===== src/cmap_pkg.sv =====
// Shared constants for the processor memory access path.
package cmap_pkg;
  localparam int DATA_W = 16;
  localparam int ADDR_W = 16;
  localparam int CLK_PERIOD_NS = 100;
  localparam int MICROCYCLE_NS = 222;
  localparam int UCYC_CYCLES = (MICROCYCLE_NS + CLK_PERIOD_NS - 1) / CLK_PERIOD_NS;
  localparam int CACHE_LINES = 16;
  localparam logic [3:0] OPC_COPY = 4'h1;
  localparam logic [9:0] OPC_INC = 10'h02a;
  localparam logic [2:0] MODE_REG = 3'h0;
  localparam logic [2:0] MODE_DEF = 3'h1;
  localparam logic [2:0] MODE_AINC = 3'h2;
  localparam logic [2:0] MODE_AINC_DEF = 3'h3;
  localparam logic [2:0] MODE_ADEC = 3'h4;
  localparam logic [2:0] MODE_ADEC_DEF = 3'h5;
  localparam logic [2:0] MODE_IDX = 3'h6;
  localparam logic [2:0] PC_IDX = 3'h7;
  localparam logic [15:0] WORD_STEP = 16'h0002;
  localparam logic [15:0] INC_STEP = 16'h0001;
  localparam logic [15:0] RESET_PC = 16'h0000;
endpackage


===== src/cmap_if.sv =====
// Request port between the access sequencer and the cache.
`timescale 1ns/100ps
interface cmap_if import cmap_pkg::*; ();
  logic req;
  logic we;
  logic ready;
  logic [ADDR_W-1:0] addr;
  logic [DATA_W-1:0] wdata;
  logic [DATA_W-1:0] rdata;
  modport core(output req, output we, output addr, output wdata, input ready, input rdata);
  modport cache(input req, input we, input addr, input wdata, output ready, output rdata);
endinterface


===== src/cmap_cache.sv =====
// Direct-mapped cache with two-word line fill and duplicate snoop tags.
`timescale 1ns/100ps
module cmap_cache import cmap_pkg::*; #(
  parameter int LINES = CACHE_LINES
) (
  input wire logic sys_clk,
  input wire logic resetn,
  cmap_if.cache cif,
  output logic mem_req,
  output logic mem_we,
  output logic [ADDR_W-1:0] mem_addr,
  output logic [DATA_W-1:0] mem_wdata,
  input wire logic mem_ack,
  input wire logic [DATA_W-1:0] mem_rdata,
  input wire logic dma_busy,
  input wire logic dma_wr,
  input wire logic [ADDR_W-1:0] dma_addr
);
  localparam int IW = $clog2(LINES);
  localparam int TW = ADDR_W - 2 - IW;
  typedef enum logic [1:0] {C_IDLE, C_FILL0, C_FILL1, C_WRITE} cmap_cst_e;

  function automatic logic [IW-1:0] idx_of(input logic [ADDR_W-1:0] a);
    return a[2 +: IW];
  endfunction
  function automatic logic [TW-1:0] tag_of(input logic [ADDR_W-1:0] a);
    return a[ADDR_W-1 -: TW];
  endfunction

  cmap_cst_e cst_ff;
  logic [LINES-1:0] valid_ff;
  logic [TW-1:0] ptag_ff [LINES];
  logic [TW-1:0] dtag_ff [LINES];
  logic [DATA_W-1:0] data_ff [LINES][2];
  logic [ADDR_W-1:0] req_addr_ff;
  logic [DATA_W-1:0] wdata_ff;
  logic [DATA_W-1:0] rdata_ff;
  logic rdy_ff;
  logic stale_ff;
  logic [ADDR_W-1:0] mem_addr_ff;

  wire [IW-1:0] ridx = idx_of(cif.addr);
  wire [IW-1:0] fidx = idx_of(req_addr_ff);
  wire [IW-1:0] sidx = idx_of(dma_addr);
  wire hit = valid_ff[ridx] && ptag_ff[ridx] == tag_of(cif.addr);
  wire snoop_hit = dma_wr && valid_ff[sidx] && dtag_ff[sidx] == tag_of(dma_addr);
  wire snoop_fill = dma_wr && sidx == fidx && tag_of(dma_addr) == tag_of(req_addr_ff);
  wire accept = cst_ff == C_IDLE && cif.req && !rdy_ff && !snoop_hit;
  wire fill0_ack = cst_ff == C_FILL0 && mem_ack;
  wire fill1_ack = cst_ff == C_FILL1 && mem_ack;
  wire write_ack = cst_ff == C_WRITE && mem_ack;
  wire wr_hit = valid_ff[fidx] && ptag_ff[fidx] == tag_of(req_addr_ff);

  assign mem_req = cst_ff != C_IDLE && !dma_busy; // [RULE7]
  assign mem_we = cst_ff == C_WRITE;
  assign mem_addr = mem_addr_ff;
  assign mem_wdata = wdata_ff;
  assign cif.ready = rdy_ff;
  assign cif.rdata = rdata_ff;

  always_ff @(posedge sys_clk or negedge resetn) begin
    if (!resetn) begin
      cst_ff <= C_IDLE;
      valid_ff <= '0;
      req_addr_ff <= '0;
      wdata_ff <= '0;
      rdata_ff <= '0;
      rdy_ff <= 1'b0;
      stale_ff <= 1'b0;
      mem_addr_ff <= '0;
    end else begin
      rdy_ff <= (accept && !cif.we && hit) || fill1_ack || write_ack; // [RULE1]
      if (accept) begin
        req_addr_ff <= cif.addr;
        wdata_ff <= cif.wdata;
        stale_ff <= 1'b0;
        mem_addr_ff <= cif.we ? cif.addr : {cif.addr[ADDR_W-1:2], 2'b00};
        if (cif.we) begin
          cst_ff <= C_WRITE;
        end else if (hit) begin
          rdata_ff <= data_ff[ridx][cif.addr[1]]; // [RULE8]
        end else begin
          cst_ff <= C_FILL0; // [RULE1]
        end
      end
      if (snoop_fill) begin
        stale_ff <= 1'b1;
      end
      if (fill0_ack) begin
        mem_addr_ff <= {req_addr_ff[ADDR_W-1:2], 2'b10}; // [RULE2]
        cst_ff <= C_FILL1;
      end
      if (fill1_ack) begin
        rdata_ff <= req_addr_ff[1] ? mem_rdata : data_ff[fidx][0];
        cst_ff <= C_IDLE;
        if (!stale_ff && !snoop_fill) begin
          valid_ff[fidx] <= 1'b1; // [RULE2]
        end
      end
      if (write_ack) begin
        cst_ff <= C_IDLE;
      end
      if (snoop_hit) begin
        valid_ff[sidx] <= 1'b0; // [RULE8]
      end
    end
  end

  always_ff @(posedge sys_clk) begin
    if (fill0_ack) begin
      data_ff[fidx][0] <= mem_rdata;
    end
    if (fill1_ack) begin
      data_ff[fidx][1] <= mem_rdata; // [RULE2]
      ptag_ff[fidx] <= tag_of(req_addr_ff);
      dtag_ff[fidx] <= tag_of(req_addr_ff);
    end
    if (write_ack && wr_hit) begin
      data_ff[fidx][req_addr_ff[1]] <= wdata_ff;
    end
  end

  AST_MEM_WAITS_DMA: assert property (@(posedge sys_clk) disable iff (!resetn) // [RULE7]
    dma_busy |-> !mem_req) else $error("Memory request issued during DMA.");
  AST_PAIR_FILL: assert property (@(posedge sys_clk) disable iff (!resetn) // [RULE2]
    fill0_ack |=> cst_ff == C_FILL1 && mem_addr[1] && !mem_we) else $error("Second fill word not requested.");
  AST_HIT_NEXT: assert property (@(posedge sys_clk) disable iff (!resetn) // [RULE1]
    accept && !cif.we && hit |=> cif.ready && cst_ff == C_IDLE) else $error("Cache hit not answered next cycle.");
  AST_SNOOP_KILL: assert property (@(posedge sys_clk) disable iff (!resetn) // [RULE8]
    snoop_hit |=> !valid_ff[$past(sidx)]) else $error("Snooped line still valid.");
  COV_FILL: cover property (@(posedge sys_clk) disable iff (!resetn) fill1_ack);
  COV_HIT_DMA: cover property (@(posedge sys_clk) disable iff (!resetn) accept && hit && dma_busy);
endmodule


===== src/cmap_top.sv =====
// Processor memory access path: sequencer, instruction buffer and cache.
// Overview of operation
// RULE1 - Reads hit in cache are served there; misses go to memory automatically.
// RULE2 - Every main-memory read fills a pair of words into the cache.
// RULE3 - Prefetcher fetches next sequential instruction word in idle cycles into buffer.
// RULE4 - A wrong buffered word is discarded and the processor stalls for the real one.
// RULE5 - Reads through the program counter are instruction stream; others are never predicted.
// RULE6 - The processor microcycle is 222 ns from the crystal clock; the code rounds it up to 3 clocks of 100 ns, 300 ns.
// RULE7 - Memory reads or writes wait while a DMA transfer holds the bus.
// RULE8 - Duplicate tags keep hits going under DMA; DMA writes invalidate held lines.
// RULE9 - Every instruction starts with an opcode fetch giving mode and register fields.
// RULE10 - Increment of a register operand completes without memory operand access.
// RULE11 - Memory increment resolves address, reads, adds one, writes back same address.
// RULE12 - Copy instruction decodes a source and a destination mode-register field.
// RULE13 - Copy evaluates source address, destination address, reads source, writes destination.
`timescale 1ns/100ps
module cmap_top import cmap_pkg::*; (
  input wire logic sys_clk,
  input wire logic resetn,
  output logic mem_req,
  output logic mem_we,
  output logic [ADDR_W-1:0] mem_addr,
  output logic [DATA_W-1:0] mem_wdata,
  input wire logic mem_ack,
  input wire logic [DATA_W-1:0] mem_rdata,
  input wire logic dma_busy,
  input wire logic dma_wr,
  input wire logic [ADDR_W-1:0] dma_addr,
  output logic instr_done,
  output logic cpu_stall,
  output logic [DATA_W-1:0] pc_value
);
  typedef enum logic [2:0] {S_FETCH, S_DECODE, S_EA, S_IDX, S_IND, S_OPRD, S_WR} cmap_st_e;
  localparam logic [1:0] UCYC_LAST = 2'(UCYC_CYCLES - 1);

  cmap_if cif();
  cmap_st_e st_ff, nxt_st;
  logic [DATA_W-1:0] regs_ff [8];
  logic [DATA_W-1:0] ir_ff, mdr_ff, opnd_ff, nxt_opnd;
  logic [ADDR_W-1:0] ea_ff, nxt_ea, src_ea_ff, rd_addr_ff;
  logic ea_pc_ff, nxt_ea_pc, src_pc_ff, dst_ph_ff, nxt_dst, got_ff, done_ff;
  logic [1:0] ucyc_ff;
  logic ibuf_valid_ff, pf_busy_ff;
  logic [ADDR_W-1:0] ibuf_addr_ff, pf_addr_ff;
  logic [DATA_W-1:0] ibuf_data_ff;
  logic acc_need, acc_we, acc_istr, rf_we, ea_fin, fin;
  logic [ADDR_W-1:0] acc_addr;
  logic [2:0] rf_idx;
  logic [DATA_W-1:0] rf_wd;

  wire [DATA_W-1:0] pc = regs_ff[PC_IDX];
  wire [2:0] smode = ir_ff[11:9];
  wire [2:0] sreg = ir_ff[8:6];
  wire [2:0] dmode = ir_ff[5:3];
  wire [2:0] dreg = ir_ff[2:0];
  wire is_copy = ir_ff[15:12] == OPC_COPY; // [RULE12]
  wire is_inc = ir_ff[15:6] == OPC_INC;
  wire [2:0] cur_mode = dst_ph_ff ? dmode : smode;
  wire [2:0] cur_reg = dst_ph_ff ? dreg : sreg;
  wire [DATA_W-1:0] cur_r = regs_ff[cur_reg];
  wire [2:0] rd_mode = is_copy ? smode : dmode;
  wire tick = ucyc_ff == UCYC_LAST; // [RULE6]
  wire acc_req = acc_need && !got_ff;
  wire adv = tick && (!acc_need || got_ff);
  wire ibuf_hit = ibuf_valid_ff && ibuf_addr_ff == acc_addr;
  wire ibuf_use = acc_req && acc_istr && ibuf_hit; // [RULE5]
  wire seq_cache = acc_req && !ibuf_use;
  wire pf_want = !(ibuf_valid_ff && ibuf_addr_ff == pc);
  wire sel_pf = pf_busy_ff || (!seq_cache && pf_want); // [RULE3]
  wire [ADDR_W-1:0] pf_a = pf_busy_ff ? pf_addr_ff : pc;
  wire pf_done = sel_pf && cif.ready;
  wire acc_done = ibuf_use || (seq_cache && cif.ready && !sel_pf);
  wire [DATA_W-1:0] acc_data = ibuf_use ? ibuf_data_ff : cif.rdata;
  wire ibuf_kill = (acc_req && acc_we && acc_addr == ibuf_addr_ff) || (dma_wr && dma_addr == ibuf_addr_ff);

  assign cif.req = sel_pf || seq_cache;
  assign cif.we = !sel_pf && acc_we;
  assign cif.addr = sel_pf ? pf_a : acc_addr;
  assign cif.wdata = opnd_ff;
  assign instr_done = done_ff;
  assign cpu_stall = acc_req; // [RULE4]
  assign pc_value = pc;

  cmap_cache #(.LINES(CACHE_LINES)) u_cache (
    .sys_clk(sys_clk),
    .resetn(resetn),
    .cif(cif),
    .mem_req(mem_req),
    .mem_we(mem_we),
    .mem_addr(mem_addr),
    .mem_wdata(mem_wdata),
    .mem_ack(mem_ack),
    .mem_rdata(mem_rdata),
    .dma_busy(dma_busy),
    .dma_wr(dma_wr),
    .dma_addr(dma_addr)
  );

  always_comb begin
    nxt_st = st_ff;
    acc_need = 1'b0;
    acc_we = 1'b0;
    acc_istr = 1'b0;
    acc_addr = pc;
    rf_we = 1'b0;
    rf_idx = cur_reg;
    rf_wd = cur_r;
    nxt_ea = ea_ff;
    nxt_ea_pc = ea_pc_ff;
    nxt_dst = dst_ph_ff;
    nxt_opnd = opnd_ff;
    ea_fin = 1'b0;
    fin = 1'b0;
    case (st_ff)
      S_FETCH: begin
        acc_need = 1'b1; // [RULE9]
        acc_istr = 1'b1;
        if (adv) begin
          rf_we = 1'b1;
          rf_idx = PC_IDX;
          rf_wd = pc + WORD_STEP;
          nxt_st = S_DECODE;
        end
      end
      S_DECODE: begin
        if (adv) begin
          nxt_dst = is_inc;
          nxt_st = S_EA;
          if (is_inc && dmode == MODE_REG) begin
            rf_we = 1'b1; // [RULE10]
            rf_idx = dreg;
            rf_wd = regs_ff[dreg] + INC_STEP;
            fin = 1'b1;
            nxt_st = S_FETCH;
          end else if (!is_inc && !is_copy) begin
            fin = 1'b1;
            nxt_st = S_FETCH;
          end
        end
      end
      S_EA: begin
        if (adv) begin
          nxt_ea_pc = cur_reg == PC_IDX && (cur_mode == MODE_AINC || cur_mode == MODE_AINC_DEF); // [RULE5]
          case (cur_mode)
            MODE_REG, MODE_DEF: begin
              nxt_ea = cur_r;
              ea_fin = 1'b1;
            end
            MODE_AINC, MODE_AINC_DEF: begin
              nxt_ea = cur_r;
              rf_we = 1'b1;
              rf_wd = cur_r + WORD_STEP;
              ea_fin = cur_mode == MODE_AINC;
              nxt_st = S_IND;
            end
            MODE_ADEC, MODE_ADEC_DEF: begin
              nxt_ea = cur_r - WORD_STEP;
              rf_we = 1'b1;
              rf_wd = cur_r - WORD_STEP;
              ea_fin = cur_mode == MODE_ADEC;
              nxt_st = S_IND;
            end
            default: nxt_st = S_IDX;
          endcase
        end
      end
      S_IDX: begin
        acc_need = 1'b1;
        acc_istr = 1'b1;
        if (adv) begin
          rf_we = 1'b1;
          rf_idx = PC_IDX;
          rf_wd = pc + WORD_STEP;
          nxt_ea = mdr_ff + (cur_reg == PC_IDX ? pc + WORD_STEP : cur_r); // [RULE11]
          nxt_ea_pc = 1'b0;
          ea_fin = cur_mode == MODE_IDX;
          nxt_st = S_IND;
        end
      end
      S_IND: begin
        acc_need = 1'b1;
        acc_istr = ea_pc_ff;
        acc_addr = ea_ff;
        if (adv) begin
          nxt_ea = mdr_ff;
          nxt_ea_pc = 1'b0;
          ea_fin = 1'b1;
        end
      end
      S_OPRD: begin
        acc_need = rd_mode != MODE_REG;
        acc_istr = is_copy ? src_pc_ff : ea_pc_ff;
        acc_addr = is_copy ? src_ea_ff : ea_ff; // [RULE13]
        if (adv) begin
          nxt_opnd = rd_mode == MODE_REG ? regs_ff[sreg] : mdr_ff;
          if (is_inc) begin
            nxt_opnd = mdr_ff + INC_STEP; // [RULE11]
          end
          nxt_st = S_WR;
        end
      end
      S_WR: begin
        acc_need = dmode != MODE_REG;
        acc_we = 1'b1;
        acc_addr = ea_ff; // [RULE11]
        if (adv) begin
          rf_we = dmode == MODE_REG;
          rf_idx = dreg;
          rf_wd = opnd_ff;
          fin = 1'b1;
          nxt_st = S_FETCH;
        end
      end
      default: nxt_st = S_FETCH;
    endcase
    if (ea_fin) begin
      nxt_st = S_OPRD;
      if (is_copy && !dst_ph_ff) begin
        nxt_dst = 1'b1; // [RULE13]
        nxt_st = S_EA;
      end
    end
  end

  always_ff @(posedge sys_clk or negedge resetn) begin
    if (!resetn) begin
      for (int i = 0; i < 8; i++) begin
        regs_ff[i] <= (i == 7) ? RESET_PC : '0;
      end
      st_ff <= S_FETCH;
      ir_ff <= '0;
      mdr_ff <= '0;
      opnd_ff <= '0;
      ea_ff <= '0;
      ea_pc_ff <= 1'b0;
      src_ea_ff <= '0;
      src_pc_ff <= 1'b0;
      rd_addr_ff <= '0;
      dst_ph_ff <= 1'b0;
      got_ff <= 1'b0;
      done_ff <= 1'b0;
      ucyc_ff <= '0;
    end else begin
      ucyc_ff <= tick ? '0 : ucyc_ff + 2'h1;
      got_ff <= adv ? 1'b0 : (got_ff || acc_done);
      if (acc_done) begin
        mdr_ff <= acc_data;
      end
      if (st_ff == S_OPRD && acc_done) begin
        rd_addr_ff <= acc_addr;
      end
      if (adv && st_ff == S_FETCH) begin
        ir_ff <= mdr_ff;
      end
      if (ea_fin && is_copy && !dst_ph_ff) begin
        src_ea_ff <= nxt_ea;
        src_pc_ff <= nxt_ea_pc;
      end
      if (rf_we) begin
        regs_ff[rf_idx] <= rf_wd;
      end
      st_ff <= nxt_st; // [RULE6]
      ea_ff <= nxt_ea;
      ea_pc_ff <= nxt_ea_pc;
      dst_ph_ff <= nxt_dst;
      opnd_ff <= nxt_opnd;
      done_ff <= fin;
    end
  end

  always_ff @(posedge sys_clk or negedge resetn) begin
    if (!resetn) begin
      ibuf_valid_ff <= 1'b0;
      ibuf_addr_ff <= '0;
      ibuf_data_ff <= '0;
      pf_busy_ff <= 1'b0;
      pf_addr_ff <= '0;
    end else begin
      pf_busy_ff <= sel_pf && !cif.ready;
      pf_addr_ff <= pf_a;
      if (pf_done) begin
        ibuf_valid_ff <= 1'b1; // [RULE3]
        ibuf_addr_ff <= pf_a;
        ibuf_data_ff <= cif.rdata;
      end else if ((acc_req && acc_istr && !ibuf_hit) || ibuf_use || ibuf_kill) begin
        ibuf_valid_ff <= 1'b0; // [RULE4]
      end
    end
  end

  AST_MICROCYCLE: assert property (@(posedge sys_clk) disable iff (!resetn) // [RULE6]
    st_ff != $past(st_ff) |-> $past(ucyc_ff) == UCYC_LAST) else $error("State moved off a microcycle edge.");
  AST_IBUF_ZERO: assert property (@(posedge sys_clk) disable iff (!resetn) // [RULE3]
    acc_req && acc_istr && ibuf_hit |-> acc_done && !cif.req || sel_pf) else $error("Buffered word not used.");
  AST_DISCARD: assert property (@(posedge sys_clk) disable iff (!resetn) // [RULE4]
    acc_req && acc_istr && !ibuf_hit && !pf_done |=> !ibuf_valid_ff) else $error("Wrong prediction kept.");
  AST_DATA_NOPRED: assert property (@(posedge sys_clk) disable iff (!resetn) // [RULE5]
    acc_req && !acc_istr && !acc_we && acc_done |-> !ibuf_use && cif.ready) else $error("Data read predicted.");
  AST_INC_REG: assert property (@(posedge sys_clk) disable iff (!resetn) // [RULE10]
    st_ff == S_DECODE && adv && is_inc && dmode == MODE_REG |=> st_ff == S_FETCH && instr_done) else $error("Register increment slow.");
  AST_INC_SAME: assert property (@(posedge sys_clk) disable iff (!resetn) // [RULE11]
    st_ff == S_WR && is_inc && acc_req |-> acc_addr == rd_addr_ff) else $error("Increment wrote elsewhere.");
  AST_COPY_ORDER: assert property (@(posedge sys_clk) disable iff (!resetn) // [RULE13]
    st_ff == S_OPRD |-> dst_ph_ff || !is_copy) else $error("Copy read before destination address.");
  AST_FETCH_FIRST: assert property (@(posedge sys_clk) disable iff (!resetn) // [RULE9]
    instr_done |-> st_ff == S_FETCH) else $error("Instruction did not return to fetch.");
  COV_COPY: cover property (@(posedge sys_clk) disable iff (!resetn) st_ff == S_WR && adv && is_copy);
  COV_INC_MEM: cover property (@(posedge sys_clk) disable iff (!resetn) st_ff == S_WR && adv && is_inc);
  COV_IBUF: cover property (@(posedge sys_clk) disable iff (!resetn) ibuf_use);
endmodule


===== config.mk =====
export PLATFORM = sky130hd
export DESIGN_NAME = cmap_top
export DESIGN_NICKNAME = d
export VERILOG_FILES = /design/src/cmap_pkg.sv /design/src/cmap_if.sv /design/src/cmap_cache.sv /design/src/cmap_top.sv
export SDC_FILE = /design/constraint.sdc
export NUM_CORES = 2
export LEC_CHECK = 0
export ABC_AREA = 1
export BUFFER_PORTS_ARGS = -buffer_cell sky130_fd_sc_hd__buf_2
export CORE_ASPECT_RATIO = 0.9
export CORE_MARGIN = 2
export CORE_UTILIZATION = 40
export CTS_CLUSTER_SIZE = 10
export DETAILED_ROUTE_END_ITERATION = 6
export GPL_TIMING_DRIVEN = 0
export PLACE_DENSITY = 0.52
export SETUP_SLACK_MARGIN = 0.15
export SLEW_MARGIN = 20
export SYNTH_ARGS = -nofsm -noshare
export SYNTH_HDL_FRONTEND = slang
export SYNTH_SLANG_ARGS = --single-unit
export TNS_END_PERCENT = 30

===== constraint.sdc =====
create_clock -name sys_clk -period 13.3 [get_ports sys_clk]
set_input_delay 0.665 -clock sys_clk [delete_from_list [all_inputs] [get_ports sys_clk]]
set_output_delay 0.665 -clock sys_clk [all_outputs]
set_load 0.02 [all_outputs]

==> results.txt <==
Die H -> 352.3 um
sequential power share -> 0.277
Die X-Extent -> 391.0 um
clk sinks -> 1,023
Area Growth Syn to Fin -> 13.71%
post-route ant nets -> 0
Layout Nets -> 6,402
RSZ-0062 raised after global routing -> no
Reg area -> 28,960 um2
Total Routing Usage GR -> 0.3780
grt met1 use -> 0.5490
Final Cycle Share -> 0.5869
max-slew violations -> 0
Max Fclk -> 0.1281 GHz
min-delay worst type -> in -> reg
die area -> 137,800 um2
met3 Use GR -> 0.1247
IO buf count -> 86
fill count -> 13.12k
post-synthesis sequential area ratio -> 0.5371
Yosys warning count -> 0
failing checks -> DRC
Crit path required time -> 13,930 ps
CP arrival -> 8440 ps
actual slew at the worst max-slew pin -> 1288 ps
Post-CTS Resized -> 0
Worst Hold Path EP -> u_cache.cif.ready
share of post-route cells with drive strength above 1 -> 0.07981
syn_area_per_cell -> 8.863 um2
CP Capture Type -> flop
number of synthesized flops with an enable pin -> 672
post-synth top area share -> 0.3742
Initial DRT Pass Iterations -> 7
num rows -> 127
Primary FF master, synth -> edfxtp_1
max_cap viols -> 0
Post-synth top cells -> nand2_1 (1,152), o21ai_0 (858), edfxtp_1 (672), nor2_1 (509), nand3_1 (414)
fraction of registers with async set/reset -> 0.3431
Mapped Nets -> 6,142
RePlAce Congestion -> 1.033
Worst R2R Path Depth -> 35
Core ar. -> 133,500 um2
Worst Setup SP -> ir_ff[7]
clk_lat worst skew -> 800 ps
hold path depth -> 3
Worst Min Path Start -> mem_ack
switching share of power -> 0.5133
total congestion overflow -> 0
DRC -> 2
Multi-input gate area -> 22,070 um2
pwr dens -> 247.2 nW/um2
Iter 0 DRT Violations -> 8,409
maximum VDD drop -> 152.1 uV
initial antenna violation count -> 16
post-synth cell types -> 62
Final min period -> 7806 ps
Logic pwr share -> 0.515
startpoint of the worst register-to-register path -> ir_ff[7]
synthesized instance count -> 6,084
most frequent cell after synthesis -> nand2_1
area leader, netlist -> edfxtp_1
Ports -> 89
R2R setup slack -> 5490 ps
synth top area cells -> edfxtp_1 (37%), dfrtp_1 (16%), nand2_1 (8.0%)
global-route wire length before repair -> 370.1 mm
pin count of the biggest net entering global routing -> 95
CTS Buf Count -> 119
endpoints failing setup -> 0
Clk network pwr share -> 0.208
Clock Path Buffers -> 3
FF+latch count, synth -> 1,023
Critical Path Max Stage Delay -> 690 ps
root buf cell -> clkbuf_16
GR Util met2 -> 0.5153
CTS H-Tree Depth -> 3
leak pwr -> 22.60 nW
CTS tree -> done
drt wl/cell -> 32.79 um
vias in the first global route -> 47.91k
busiest layer in global routing -> met1
Via Count -> 52.42k
mapped cell area -> 53,920 um2
status -> complete, but fails checks
final hold violations -> 0
Setup Skew -> 73.01 ps
Critical Path Slowest Stage Cell -> nor3_1
PnR Total Power -> 15.16 mW
Worst setup SP type -> flop
dpl hpwl -> 194.8 mm
WS Path Type -> reg -> reg
r2r endpoint -> src_ea_ff[15]
crit-path max FO -> 10
sw power -> 7.779 mW
clock slew at reported path FFs -> 70 ps
Slew headroom -> 0.1324
drt total wl -> 267.7 mm
Initial Util -> 0.4040
drt via density -> 6.421
setup TNS -> 0 ps
Int Pwr -> 7.376 mW
-- cell usage in the layout, fill, tap and decap left out, types with 12 or more instances in the layout --
| cell type | Yosys | routed |
|---|---|---|
| nand2_1 | 1152 | 1152 |
| o21ai_0 | 858 | 816 |
| edfxtp_1 | 672 | 672 |
| nor2_1 | 509 | 459 |
| nand3_1 | 414 | 414 |
| inv_1 | 402 | 402 |
| dfrtp_1 | 351 | 351 |
| clkbuf_1 | 312 | 347 |
| a22oi_1 | 299 | 299 |
| a21oi_1 | 285 | 284 |
| o211ai_1 | 144 | 144 |
| buf_2 | 46 | 138 |
| clkbuf_16 | 0 | 119 |
| o22ai_1 | 98 | 98 |
| o221ai_1 | 86 | 86 |
| nor3_1 | 43 | 43 |
| o21ai_1 | 30 | 43 |
| buf_4 | 30 | 41 |
| nor2_4 | 3 | 40 |
| xor2_1 | 39 | 39 |
| a21boi_0 | 35 | 35 |
| o21ai_2 | 5 | 33 |
| buf_1 | 31 | 30 |
| nand4_1 | 27 | 27 |
| a221oi_1 | 24 | 23 |
| buf_6 | 6 | 23 |
| ha_1 | 20 | 20 |
| clkbuf_8 | 0 | 18 |
| nor2_2 | 3 | 16 |
| xnor2_1 | 15 | 15 |
| a31oi_1 | 14 | 14 |
| clkinv_1 | 12 | 12 |
| a2111oi_0 | 25 | 12 |
| buf_8 | 0 | 12 |
-- cells by family (layout without fill, tap and decap cells) --
kind of cell    Yosys count  in the layout  synth area share
fa+ha+maj                21             21          0.005012
compound gates         1943           1943            0.2176
flops                  1023           1023            0.5371
simple gates           2194           2194            0.1683
buf+inv                 848           1179           0.06302
mux                       1              1         0.0001856
xor+xnor                 54             54          0.008771
other cells               0              8                 0
-- stage by stage --
stage | area, um2 | hold WS [ps] | utilization | setup slack [ps] | instances
2_1_floorplan | 53920 | 369.4 | - | 8228 | 6084
3_3_place_gp | 56530 | 408.7 | 0.4235 | 4167 | 7911
3_5_place_dp | 57650 | 407.5 | 0.4319 | 5877 | 7962
4_1_cts | 61280 | 208.7 | 0.4591 | 5899 | 8155
5_1_grt | 61300 | 247.4 | 0.4593 | 4825 | 8158
6_report | 61320 | 251.8 | 0.4594 | 5494 | 8164
-- layer usage --
metal,vias up,routed length [um]
li1,22267,-
met1,25746,112500
met2,3760,106700
met3,633,36340
met4,18,12040
met5,-,114
-- state kept, by name (all words and copies together) (netlist names), 70 cells and up --
signal,count
regs_ff,112
u_cache.data_ff,512
u_cache.dtag_ff,90
u_cache.ptag_ff,70
-- timing repair --
item / in CTS / in global routing
setup buffers: 0 / 0
hold endpoints to repair: 80 / 0
hold buffers: 1 / 0
-- final cells by class --
class | instances | area share
clock inverters | 15 | 0.003979
clock buffers | 177 | 0.05505
inverters | 423 | 0.02589
diodes | 8 | 0.0003265
multi-input cells | 4213 | 0.3599
plain buffers | 425 | 0.02965
repair buffers | 139 | 0.01732
flip-flops and latches | 1023 | 0.4724
well taps | 1741 | 0.03553
-- power by group through the flow --
stage	registers, mW	clock network, mW	logic (mW)
3_3_place_gp	4.23	0	7.19
3_5_place_dp	4.23	0	7.31
4_1_cts	4.17	3.18	7.34
5_1_grt	4.22	3.30	8.02
2_1_floorplan	4.06	0	3.95
6_report	4.20	3.16	7.80
-- worst max-delay path by stage --
stage,endpoint,slack (ps),cells past startpoint
after floorplan,src_ea_ff[15],8230,35
after global placement,regs_ff[92],4170,1
after detailed placement,src_ea_ff[15],5880,35
after CTS,src_ea_ff[15],5900,35
after global routing,src_ea_ff[15],4830,35
final,src_ea_ff[15],5490,35
-- critical path, delay by kind of cell, from the launching register on --
| kind | cells | cell delay, ps |
|---|---|---|
| AO/OA/AOI/OAI | 10 | 2640 |
| adder cells (fa/ha/maj) | 1 | 280 |
| buffers and inverters | 11 | 2560 |
| flip-flops | 1 | 320 |
| AND/OR/NAND/NOR | 13 | 1840 |
Power figures use the tool's default switching activity.
